===== src/rtl/fnc_pkg.sv =====
// Purpose: shared constants and carriers for the fabric nibble cell framer
// Assumes: one nibble per sys_clk, aligned to the fabric cell-start strobe
// Notes: nibble indices count from zero at the cell-start strobe
package fnc_pkg;

    // ==========================================================
    // cell geometry
    localparam int unsigned FNC_IDX_W = 7;
    localparam logic [6:0] FNC_LAST_NIB = 7'd117;
    localparam logic [6:0] FNC_HDR_NIBS = 7'd22;
    localparam logic [6:0] FNC_MARK_NIB = 7'd11;
    localparam logic [6:0] FNC_SEQ_HI_NIB = 7'd20;
    localparam logic [6:0] FNC_HDR_LAST_NIB = 7'd21;
    localparam logic [6:0] FNC_PAY_FIRST_NIB = 7'd22;
    localparam logic [8:0] FNC_HDR_TOP_BIT = 9'd87;
    localparam int unsigned FNC_HDR_BITS = 88;

    // ==========================================================
    // field positions and codes
    localparam logic [1:0] FNC_PRES_VALID = 2'b10;
    localparam int unsigned FNC_MARK_BIT = 1;
    localparam int unsigned FNC_PARITY_BIT = 0;

    // ==========================================================
    // idle cell content
    localparam logic [3:0] FNC_IDLE_PRES = 4'h4;
    localparam logic [3:0] FNC_IDLE_ZERO = 4'h0;
    localparam logic [3:0] FNC_MARCH_0 = 4'h8;
    localparam logic [3:0] FNC_MARCH_1 = 4'h4;
    localparam logic [3:0] FNC_MARCH_2 = 4'h2;
    localparam logic [3:0] FNC_MARCH_3 = 4'h1;
    localparam logic [3:0] FNC_OOS_MARK = 4'ha;

    // ==========================================================
    // buffering and counters
    localparam int unsigned FNC_PAY_W = 8;
    localparam int unsigned FNC_FIFO_DEPTH = 4;
    localparam int unsigned FNC_SYNC_W = 5;
    localparam logic [3:0] FNC_CNT_RST = 4'h0;

    // header fields of a data cell, nibbles 0 to 21 less the presence code
    typedef struct packed {
        logic multicast;
        logic pres_spare;
        logic [1:0] route_spare;
        logic [1:0] priority_lvl;
        logic [31:0] route_tags;
        logic [1:0] spare_bits;
        logic mark_flag;
        logic parity;
        logic [15:0] output_channel_field;
        logic [15:0] vci;
        logic [2:0] pti;
        logic clp;
        logic [7:0] sequence_field;
    } fnc_hdr_s;

endpackage


===== src/rtl/fnc_sync.sv =====
// Purpose: two-stage synchroniser for fabric pin inputs
// Assumes: pins are asynchronous to sys_clk
// Notes: the first stage feeds only the second
`timescale 1ns/100ps
module fnc_sync #(
    parameter int unsigned W = 1
) (
    input wire logic sys_clk,
    input wire logic rst_b,
    input wire logic clk_en,
    input wire logic [W-1:0] pin,
    output logic [W-1:0] sync
);
    logic [W-1:0] meta_q;

    always_ff @(posedge sys_clk or negedge rst_b) begin
        if (!rst_b) begin
            meta_q <= '0;
            sync <= '0;
        end else if (clk_en) begin
            meta_q <= pin;
            sync <= meta_q;
        end
    end
endmodule


===== src/rtl/fnc_fifo.sv =====
// Purpose: small payload byte fifo with valid/ready on both sides
// Assumes: depth is a power of two
// Notes: out_data comes straight from the storage flops
`timescale 1ns/100ps
module fnc_fifo #(
    parameter int unsigned WIDTH = 8,
    parameter int unsigned DEPTH = 4
) (
    input wire logic sys_clk,
    input wire logic rst_b,
    input wire logic clk_en,
    input wire logic in_valid,
    output logic in_ready,
    input wire logic [WIDTH-1:0] in_data,
    output logic out_valid,
    input wire logic out_ready,
    output logic [WIDTH-1:0] out_data
);
    localparam int unsigned AW = $clog2(DEPTH);

    logic [WIDTH-1:0] mem_q [DEPTH];
    logic [AW-1:0] wr_q;
    logic [AW-1:0] rd_q;
    logic [AW:0] cnt_q;
    wire push = in_valid && in_ready;
    wire pop = out_valid && out_ready;

    assign in_ready = (cnt_q != (AW + 1)'(DEPTH));
    assign out_valid = (cnt_q != '0);
    assign out_data = mem_q[rd_q];

    always_ff @(posedge sys_clk) begin
        if (clk_en && push) begin
            mem_q[wr_q] <= in_data;
        end
    end

    always_ff @(posedge sys_clk or negedge rst_b) begin
        if (!rst_b) begin
            wr_q <= '0;
            rd_q <= '0;
            cnt_q <= '0;
        end else if (clk_en) begin
            wr_q <= push ? wr_q + 1'b1 : wr_q;
            rd_q <= pop ? rd_q + 1'b1 : rd_q;
            cnt_q <= cnt_q + (AW + 1)'(push) - (AW + 1)'(pop);
        end
    end
endmodule


===== src/rtl/fnc_framer.sv =====
// Purpose: builds 118-nibble fabric cells, data and idle, and parses received data cells
// Assumes: strobe and nibble pins arrive asynchronously and are synchronised here
// Notes: tx cells are slotted on the rx cell-start strobe; payload comes through a fifo
`timescale 1ns/100ps
module fnc_framer (
    input wire logic sys_clk,
    input wire logic rst_b,
    input wire logic clk_en,
    // fabric pins
    input wire logic fab_rx_soc,
    input wire logic [3:0] fab_rx_nib,
    output logic fab_tx_soc,
    output logic [3:0] fab_tx_nib,
    // transmit header and payload
    input wire logic tx_hdr_valid,
    output logic tx_hdr_ready,
    input wire fnc_pkg::fnc_hdr_s tx_hdr,
    input wire logic tx_pay_valid,
    output logic tx_pay_ready,
    input wire logic [7:0] tx_pay_data,
    input wire logic tx_underrun_clr,
    output logic tx_underrun,
    // receive side
    output logic rx_hdr_valid,
    output fnc_pkg::fnc_hdr_s rx_hdr,
    output logic rx_parity_err,
    output logic rx_byte_valid,
    output logic rx_byte_last,
    output logic [7:0] rx_byte,
    // status
    output logic in_sync,
    output logic [3:0] tx_marked_cnt,
    output logic [3:0] rx_marked_cnt
);
    import fnc_pkg::*;

    // ==========================================================
    // pin synchronisers
    logic rx_soc_s;
    logic [3:0] rx_nib_s;

    fnc_sync #(.W(FNC_SYNC_W)) u_sync (
        .sys_clk(sys_clk),
        .rst_b(rst_b),
        .clk_en(clk_en),
        .pin({fab_rx_soc, fab_rx_nib}),
        .sync({rx_soc_s, rx_nib_s})
    );

    // ==========================================================
    // nibble index and strobe checking
    logic [6:0] cnt_q;
    logic seen_q;
    logic sync_q;

    wire [6:0] idx = rx_soc_s ? 7'd0 : cnt_q;
    wire [6:0] cnt_d = (idx == FNC_LAST_NIB) ? 7'd0 : idx + 7'd1;
    // a strobe is good only when it lands a whole number of cells after the last one
    wire soc_good = rx_soc_s && seen_q && (cnt_q == 7'd0);
    wire soc_missing = !rx_soc_s && seen_q && (cnt_q == 7'd0);
    wire sync_d = rx_soc_s ? soc_good : (soc_missing ? 1'b0 : sync_q);

    always_ff @(posedge sys_clk or negedge rst_b) begin
        if (!rst_b) begin
            cnt_q <= 7'd0;
            seen_q <= 1'b0;
            sync_q <= 1'b0;
        end else if (clk_en) begin
            cnt_q <= cnt_d;
            seen_q <= seen_q | rx_soc_s;
            sync_q <= sync_d;
        end
    end

    assign in_sync = sync_q;

    // ==========================================================
    // transmit cell selection
    fnc_hdr_s cur_hdr_q;
    logic data_q;
    logic [3:0] lo_q;

    wire is_first = (idx == 7'd0);
    wire take = is_first && sync_q && tx_hdr_valid;
    // a header is only offered a slot while in sync; otherwise idles go out
    assign tx_hdr_ready = is_first && sync_q;
    wire is_data = is_first ? take : data_q;
    fnc_hdr_s hsel;
    assign hsel = is_first ? tx_hdr : cur_hdr_q;

    // ==========================================================
    // data cell header nibbles, nibble 0 in the top four bits
    wire [FNC_HDR_BITS-1:0] hdr_nibs = {
        FNC_PRES_VALID, hsel.multicast, hsel.pres_spare,
        hsel.route_spare, hsel.priority_lvl,
        hsel.route_tags,
        hsel.output_channel_field[15:12],
        hsel.spare_bits, hsel.mark_flag, hsel.parity,
        hsel.output_channel_field[11:0],
        hsel.vci,
        hsel.pti, hsel.clp,
        hsel.sequence_field
    };
    wire in_hdr = (idx < FNC_HDR_NIBS);
    wire [8:0] hpos = FNC_HDR_TOP_BIT - {idx[4:0], 2'b00};
    wire [3:0] hdr_nib = hdr_nibs[hpos[6:0] -: 4];

    // ==========================================================
    // payload nibbles from the fifo, high nibble of each byte first
    logic fifo_valid;
    logic [7:0] fifo_data;
    wire pay_hi = !in_hdr && !idx[0];
    wire pop = is_data && pay_hi && fifo_valid;
    wire underrun_ev = is_data && pay_hi && !fifo_valid;
    wire [3:0] pay_nib = pay_hi ? (fifo_valid ? fifo_data[7:4] : 4'h0) : lo_q;
    wire [3:0] lo_d = pay_hi ? (fifo_valid ? fifo_data[3:0] : 4'h0) : lo_q;

    fnc_fifo #(.WIDTH(FNC_PAY_W), .DEPTH(FNC_FIFO_DEPTH)) u_fifo (
        .sys_clk(sys_clk),
        .rst_b(rst_b),
        .clk_en(clk_en),
        .in_valid(tx_pay_valid),
        .in_ready(tx_pay_ready),
        .in_data(tx_pay_data),
        .out_valid(fifo_valid),
        .out_ready(pop),
        .out_data(fifo_data)
    );

    // ==========================================================
    // idle cell nibbles
    wire [3:0] march2 = sync_q ? FNC_MARCH_0 : FNC_OOS_MARK;
    wire [3:0] idle_nib =
        (idx == 7'd0) ? FNC_IDLE_PRES :
        (idx == 7'd1) ? FNC_IDLE_ZERO :
        (idx == 7'd2) ? march2 :
        (idx == 7'd3) ? FNC_MARCH_1 :
        (idx == 7'd4) ? FNC_MARCH_2 :
        (idx == 7'd5) ? FNC_MARCH_3 :
        FNC_IDLE_ZERO;

    wire [3:0] tx_nib_d = is_data ? (in_hdr ? hdr_nib : pay_nib) : idle_nib;
    wire tx_mark_ev = is_data && (idx == FNC_MARK_NIB) && hsel.mark_flag;

    // ==========================================================
    // transmit registers
    logic [3:0] tx_nib_q;
    logic tx_soc_q;
    logic [6:0] out_idx_q;
    logic out_data_q;
    logic out_sync_q;
    logic underrun_q;
    logic [3:0] tx_mark_q;

    always_ff @(posedge sys_clk or negedge rst_b) begin
        if (!rst_b) begin
            tx_nib_q <= 4'h0;
            tx_soc_q <= 1'b0;
            out_idx_q <= 7'd0;
            out_data_q <= 1'b0;
            out_sync_q <= 1'b0;
            data_q <= 1'b0;
            lo_q <= 4'h0;
        end else if (clk_en) begin
            tx_nib_q <= tx_nib_d;
            tx_soc_q <= is_first;
            out_idx_q <= idx;
            out_data_q <= is_data;
            out_sync_q <= sync_q;
            data_q <= is_data;
            lo_q <= lo_d;
        end
    end

    always_ff @(posedge sys_clk) begin
        if (clk_en && take) begin
            cur_hdr_q <= tx_hdr;
        end
    end

    // a fresh underrun wins over a clear in the same cycle
    always_ff @(posedge sys_clk or negedge rst_b) begin
        if (!rst_b) begin
            underrun_q <= 1'b0;
            tx_mark_q <= FNC_CNT_RST;
        end else if (clk_en) begin
            underrun_q <= underrun_ev | (underrun_q & !tx_underrun_clr);
            tx_mark_q <= tx_mark_ev ? tx_mark_q + 4'h1 : tx_mark_q;
        end
    end

    assign fab_tx_nib = tx_nib_q;
    assign fab_tx_soc = tx_soc_q;
    assign tx_underrun = underrun_q;
    assign tx_marked_cnt = tx_mark_q;

    // ==========================================================
    // receive parsing
    logic [FNC_HDR_BITS-5:0] rx_sh_q;
    logic rx_pres_q;
    logic rx_par_q;
    logic [3:0] rx_hi_q;
    logic rx_hdr_v_q;
    logic rx_perr_q;
    logic rx_bv_q;
    logic rx_bl_q;
    logic [7:0] rx_byte_q;
    logic [3:0] rx_mark_q;
    fnc_hdr_s rx_hdr_q;

    // received cells are only trusted while the strobe is in step
    wire rx_live = sync_d;
    wire pres_now = is_first ? (rx_nib_s[3:2] == FNC_PRES_VALID) : rx_pres_q;
    wire rx_cell = rx_live && pres_now;
    wire par_run = is_first ? ^rx_nib_s : (rx_par_q ^ (^rx_nib_s));
    wire rx_mark_ev = rx_cell && (idx == FNC_MARK_NIB) && rx_nib_s[FNC_MARK_BIT];
    wire rx_par_ev = rx_cell && (idx == FNC_MARK_NIB) && !par_run;
    wire rx_hdr_ev = rx_cell && (idx == FNC_HDR_LAST_NIB);
    wire [FNC_HDR_BITS-1:0] rx_all = {rx_sh_q, rx_nib_s};
    wire rx_lo_ev = rx_cell && !in_hdr && idx[0];

    always_ff @(posedge sys_clk or negedge rst_b) begin
        if (!rst_b) begin
            rx_sh_q <= '0;
            rx_pres_q <= 1'b0;
            rx_par_q <= 1'b0;
            rx_hi_q <= 4'h0;
        end else if (clk_en) begin
            rx_sh_q <= in_hdr ? {rx_sh_q[FNC_HDR_BITS-9:0], rx_nib_s} : rx_sh_q;
            rx_pres_q <= pres_now;
            rx_par_q <= par_run;
            rx_hi_q <= rx_nib_s;
        end
    end

    always_ff @(posedge sys_clk or negedge rst_b) begin
        if (!rst_b) begin
            rx_hdr_v_q <= 1'b0;
            rx_perr_q <= 1'b0;
            rx_bv_q <= 1'b0;
            rx_bl_q <= 1'b0;
            rx_byte_q <= 8'h00;
            rx_mark_q <= FNC_CNT_RST;
            rx_hdr_q <= '0;
        end else if (clk_en) begin
            rx_hdr_v_q <= rx_hdr_ev;
            rx_perr_q <= rx_par_ev ? 1'b1 : (is_first ? 1'b0 : rx_perr_q);
            rx_bv_q <= rx_lo_ev;
            rx_bl_q <= rx_lo_ev && (idx == FNC_LAST_NIB);
            rx_byte_q <= rx_lo_ev ? {rx_hi_q, rx_nib_s} : rx_byte_q;
            rx_mark_q <= rx_mark_ev ? rx_mark_q + 4'h1 : rx_mark_q;
            if (rx_hdr_ev) begin
                // strip the presence code and swap nibbles 10 and 11 to line up with the struct
                // nibble 10 carries the top of the channel field, after the route tags
                rx_hdr_q <= fnc_hdr_s'({rx_all[85:48], rx_all[43:40], rx_all[47:44],
                    rx_all[39:0]});
            end
        end
    end

    assign rx_hdr_valid = rx_hdr_v_q;
    assign rx_hdr = rx_hdr_q;
    assign rx_parity_err = rx_perr_q;
    assign rx_byte_valid = rx_bv_q;
    assign rx_byte_last = rx_bl_q;
    assign rx_byte = rx_byte_q;
    assign rx_marked_cnt = rx_mark_q;
endmodule


===== config.mk =====
export PLATFORM = sky130hd
export DESIGN_NAME = fnc_framer
export DESIGN_NICKNAME = d
export VERILOG_FILES = /design/src/rtl/fnc_pkg.sv /design/src/rtl/fnc_sync.sv /design/src/rtl/fnc_fifo.sv /design/src/rtl/fnc_framer.sv
export SDC_FILE = /design/constraint.sdc
export NUM_CORES = 1
export LEC_CHECK = 0
export ABC_CLOCK_PERIOD_IN_PS = 10200
export BUFFER_PORTS_ARGS = -buffer_cell sky130_fd_sc_hd__buf_2
export CAP_MARGIN = 20
export CELL_PAD_IN_SITES_DETAIL_PLACEMENT = 0
export CELL_PAD_IN_SITES_GLOBAL_PLACEMENT = 1
export CORE_UTILIZATION = 53
export CTS_BUF_LIST = sky130_fd_sc_hd__clkbuf_8
export CTS_CLUSTER_SIZE = 10
export DETAILED_ROUTE_END_ITERATION = 12
export PLACE_DENSITY = 0.88
export SETUP_SLACK_MARGIN = 0.3
export SLEW_MARGIN = 20
export SYNTH_ARGS = -nofsm -noshare
export SYNTH_HDL_FRONTEND = slang
export SYNTH_SLANG_ARGS = --single-unit

===== constraint.sdc =====
create_clock -name sys_clk -period 10.2 [get_ports sys_clk]
set_input_delay 1.53 -clock sys_clk [delete_from_list [all_inputs] [get_ports sys_clk]]
set_output_delay 1.53 -clock sys_clk [all_outputs]
set_load 0.01 [all_outputs]

### After elaboration in Yosys (flattened, before gate mapping)

Memory sizes are Yosys's and may differ from the RTL's.
Cells that the tools add are included.
W data, S select, Z words.

* output and inout port bits: 115
* logic and storage cells: 143
* flip-flop bits (word level): 317
* memory bits (read-only): 0
* RAM bits: 32
* latch bits: 0
* memories kept: 1
* input port bits: 105

Memory list
* u_fifo.mem_q: words 4, width 8, rd ports 1, clocked after memory_dff 0, wr ports 1, RTL line fnc_fifo.sv:21 `logic [WIDTH-1:0] mem_q [DEPTH];`

* order comparisons: 1
* equal/unequal tests: 10
* mux-type cells: 24
* bitwise operators: 4
* multiply operators: 0
* divide/modulo/power cells: 0
* shifts and indexed selects: 1
* $add $sub $neg: 8
* reductions and logical operators: 44

Operators by type and width (count)
* $shiftx A91 B8 Y4: 1
* $mux W86: 1
* $mux W4: 8
* $logic_and A1 B1 Y1: 24
* $reduce_and A2 Y1: 9
* $eq A7 B2 Y1 const B: 2
* $eq A7 B3 Y1 const B: 2
* $logic_not A7 Y1: 2
* $mux W7: 2
* $mux W1: 10
* $add A4 B1 Y4 const B: 2
* $add A7 B1 Y7 const B: 1
* $eq A7 B1 Y1 const B: 1
* $eq A7 B4 Y1 const B: 1
* $eq A7 B5 Y1 const B: 1
* $eq A7 B7 Y1 const B: 1
* $lt A7 B5 Y1 const B: 1
* $sub A7 B7 Y7 const A: 1
* $logic_not A1 Y1: 6
* $add A2 B1 Y2 const B: 2
* $mux W2: 2
* $reduce_xor A4 Y1: 1
* $add A3 B1 Y3: 1
* $mux W3: 1
* 8 further kinds: 9

### Depth between registers and ports, before layout

* depth after elaboration: 10
* depth in mapped cells: 20
* depth with buffers taken out: 15

### Cells and area by module

Synthesis repeated with hierarchy kept, for this count alone.

* cell total of the unflattened synthesis: 1062
* area total of the unflattened synthesis: 14858.0 µm²

Modules (own cells, without submodules)
* fnc_framer: instances 1, area an instance 12817.3 µm², seq. area each 7937.6 µm², cells an instance 957
* fnc_fifo: instances 1, area an instance 1629.1 µm², seq. area each 1136.1 µm², cells an instance 84
* fnc_sync: instances 1, area an instance 411.6 µm², seq. area each 250.2 µm², cells an instance 21

### Worst setup path before layout

No wires, ideal clock.

* path kind: flip-flop to flip-flop
* start: register cnt_q[0]
* end: register cur_hdr_q[0] in the netlist's numbering, enable pin
* path buffers: 8
* data required time: 9745 ps
* period minus slack after synthesis: 5285 ps
* cell stages (with the launch flop): 15
* data arrival time: 4830 ps
* setup time: 455 ps
* path slack: 4915 ps
* cells stage by stage: dfrtp_1 > buf_2 > nor2b_1 > buf_4 > inv_1 > buf_2 > buf_1 > buf_2 > ha_1 > nor3b_4 > a22o_4 > buf_12 > buf_6 > buf_2 > and3_1

* longest elaborated chain between the ends: 5

Ends and longest elaborated chain
* start: declaration: RTL line fnc_framer.sv:52 `logic [6:0] cnt_q;`
* start signal: assignment: RTL line fnc_framer.sv:69 `cnt_q <= cnt_d;`
* $mux W7: RTL line fnc_framer.sv:56 `wire [6:0] idx = rx_soc_s ? 7'd0 : cnt_q;`
* $logic_not A7 Y1: RTL line fnc_framer.sv:83 `wire is_first = (idx == 7'd0);`
* $logic_and A1 B1 Y1 (2 in a row): RTL line fnc_framer.sv:84 `wire take = is_first && sync_q && tx_hdr_valid;`
* $logic_and A1 B1 Y1: RTL line fnc_framer.sv:176 `if (clk_en && take) begin`
* end signal: assignment: RTL line fnc_framer.sv:177 `cur_hdr_q <= tx_hdr;`
* end: declaration: RTL line fnc_framer.sv:79 `fnc_hdr_s cur_hdr_q;`

No other way between the ends.
A chain may end at the register's enable or synchronous reset.

### Final worst setup path

* start: register u_sync.sync[4]
* end: output tx_hdr_ready

* longest elaborated chain between the ends: 3

Ends and longest elaborated chain
* start: declaration: RTL line fnc_sync.sv:12 `output logic [W-1:0] sync`
* start signal: assignment: RTL line fnc_sync.sv:22 `sync <= meta_q;`
* $mux W7: RTL line fnc_framer.sv:56
* $logic_not A7 Y1: RTL line fnc_framer.sv:83
* $logic_and A1 B1 Y1: RTL line fnc_framer.sv:86 `assign tx_hdr_ready = is_first && sync_q;`
* end: declaration: RTL line fnc_framer.sv:16 `output logic tx_hdr_ready,`

No other way between the ends.

==> run metrics <==
initial antenna violation count=4; DR vias/cell=about 5.7; RSZ-0062 raised after global routing=false; clock slew at reported path FFs=0.06 ns; antenna-violating nets left=0; initial core utilization=0.538; Final Hold Slack=approximately 0.47 ns; count of input and output buffers=219; top fanout value on the critical path=40; Post-synth EDFFs=around 120; Hold-fix buffers, CTS=0; DR WL/cell=20.1 µm; layout cells sized above 1=0.402; PwrDens=242 nW/µm²; via count=9490; fin crit period=5.42 ns; final setup fails=0; most numerous cell in the Yosys netlist=dfrtp_1; core area=27700 µm²; post-layout util=0.628; Post-Syn Area=14900 µm²; largest net degree at the start of global routing=around 100; Global Route Usage Sum=0.237; top cells by area, synth=dfrtp_1 (39%), edfxtp_1 (24%), mux2_2 (13%), a211oi_1 (2.6%), mux4_2 (2.4%); Setup crit end kind=output port; crit path kind=reg -> out; gpl congestion=between 0.8 and 0.9; # rows=61; Leak=8.12 nW; io pins=220; Worst-Margin Slew=around 1.1 ns; post-synthesis sequential area ratio=0.626; syn avg cell area=about 15 µm²; ys flop type=dfrtp_1; Fin Setup TNS=0 ns; global-route wire length before repair=53300 µm; Fin. Hold Viols=0; Clock Tree Root=clkbuf_8; CP max-delay cell=dfrtp_1; Arr. time, crit path=approximately 4 ns; final wirelength=33600 µm; Layout Nets=1370; post-CTS setup buffers=0; VDD IR max=0.143 mV; critical path required time=between 8 and 9 ns; async set-reset flop share out of synthesis=0.662; Cells after Synth=about 1000; Syn Nets=1146; Layout area overhead=16.8%; CTS H-tree lvls=2; iteration count of the initial detailed-routing pass=7; fin. max-slew vios=0; Cell variety after synth=73; total CTS buffers=56; vias in the first global route=~9700; worst-skew pair later-pin latency=0.60 ns; crit-path cells=nand2b_1 -> ha_1 -> nor3b_4 -> a22o_4 -> and2_1 -> buf_2; Die Ht=between 150 and 200 µm; nature of the critical path startpoint=register; post-synth top area share=0.388; CTS tree=done; pre-CTS setup slack=5.03 ns; Clock Skews=0.0246 ns; fin worst setup slack=between 4 and 5 ns; total grt overflow=0; Remaining DRCs=0; fin crit share=0.531; Yosys top cell by area=dfrtp_1; Die Width=around 170 µm; clk sinks=around 350; synth warn=0; Crit path largest cell delay=between 0.8 and 0.9 ns; hold crit path type=reg -> reg; Synth top cells by count=dfrtp_1 (231), mux2_2 (177), edfxtp_1 (118), nand2_1 (64), a211oi_1 (51); max frequency=185 MHz; Max-Slew Margin vs Limit=0.265; number of DRC markers in iteration 0=a little over 800; Max Cap Violations=0; Yosys reg bits=349; Max Root-Sink Buffers=3; status=finished, final reports clean; die footprint=28800 µm²; CTS resizes=0; Final HPWL DP=about 22000 µm
[kinds of logic (layout without fill, tap and decap cells)]
family,after synthesis,after routing,share of synthesized area
buffers and inverters,78,343,0.0254
flip-flops,349,349,0.626
AND/OR/NAND/NOR,175,175,0.0618
multiplexers,234,234,0.187
adder cells (fa/ha/maj),16,16,0.0139
AO/OA/AOI/OAI,158,158,0.0774
XOR/XNOR,15,15,0.00882
other,0,1,0
[placed cells by master (no fill, tap or decap), drive strengths merged, types with 9 or more instances in the layout]
| master | n |
|---|---|
| a211oi | 52 |
| a21oi | 26 |
| and3 | 31 |
| buf | 230 |
| clkbuf | 66 |
| dfrtp | 231 |
| edfxtp | 118 |
| ha | 15 |
| inv | 36 |
| mux2 | 190 |
| mux2i | 28 |
| mux4 | 16 |
| nand2 | 65 |
| nand3 | 18 |
| nor2 | 15 |
| nor3 | 9 |
| o21ai | 21 |
| xnor2 | 9 |
[stage by stage]
| step | cells | area (µm²) | total power, W |
|---|---|---|---|
| after floorplan | 1025 | 14900 | 0.00271 |
| after global routing | 1668 | 17400 | 0.00444 |
| after global placement | 1569 | 16300 | 0.00300 |
| after CTS | 1668 | 17400 | 0.00425 |
| final | 1669 | 17400 | 0.00421 |
| after detailed placement | 1569 | 16300 | 0.00303 |
[sequential cells by signal (all words and copies together) (netlist names), 2 cells and up]
register,flops
cnt_q,7
cur_hdr_q,86
fab_tx_nib,4
lo_q,4
rx_byte,8
rx_hdr,86
rx_hi_q,4
rx_marked_cnt,4
rx_sh_q,82
tx_marked_cnt,4
u_fifo.cnt_q,3
u_fifo.mem_q,32
u_fifo.rd_q,2
u_fifo.wr_q,2
u_sync.meta_q,5
u_sync.sync,5
[area by class of cell]
type | count | area [µm²]
Fill cell | 2156 | 10300
Inverter | 14 | 52.6
Multi-Input combinational cell | 598 | 5230
Clock inverter | 33 | 225
Sequential cell | 349 | 9320
Clock buffer | 66 | 908
Timing Repair Buffer | 230 | 1190
Tap cell | 378 | 473
Antenna cell | 1 | 2.50
[layer usage]
layer	vias up	track usage	wire, µm
met4	6	0.0662	660
li1	4305	-	-
met5	-	0	46
met3	62	0.0721	3030
met1	4738	0.317	13900
met2	379	0.378	15900
[worst max-delay path, delay by kind of cell, from the launching register on]
family / cells / cell delay (ns)
adder cells (fa/ha/maj): 1 / 0.46
AO/OA/AOI/OAI: 1 / 0.54
buffers and inverters: 1 / 0.12
AND/OR/NAND/NOR: 3 / 1.26
flip-flops: 1 / 0.88
[report_power, final]
| group | switching [W] | internal (W) | leakage [nW] |
|---|---|---|---|
| logic | 0.000598 | 0.000484 | 3.36 |
| registers | 0.000207 | 0.00172 | 4.09 |
| clock network | 0.000540 | 0.000663 | 0.666 |
| total | 0.00134 | 0.00287 | 8.12 |
[worst paths after layout]
path,startpoint,endpoint,slack (ns),depth (start not counted)
max,u_sync.sync[4]$_DFFE_PN0P_,tx_hdr_ready,4.78,6
min,seen_q$_DFFE_PN0P_,seen_q$_DFFE_PN0P_,0.47,1
max reg2reg,u_sync.sync[4]$_DFFE_PN0P_,u_fifo.cnt_q[2]$_DFFE_PN0P_,4.93,14
min reg2reg,seen_q$_DFFE_PN0P_,seen_q$_DFFE_PN0P_,0.47,1
max in group asynchronous,rst_b,rx_hdr[35]$_DFFE_PN0P_,7.79,2
min in group asynchronous,rst_b,rx_hdr[56]$_DFFE_PN0P_,0.99,1
(Power assumes the default switching activity.)
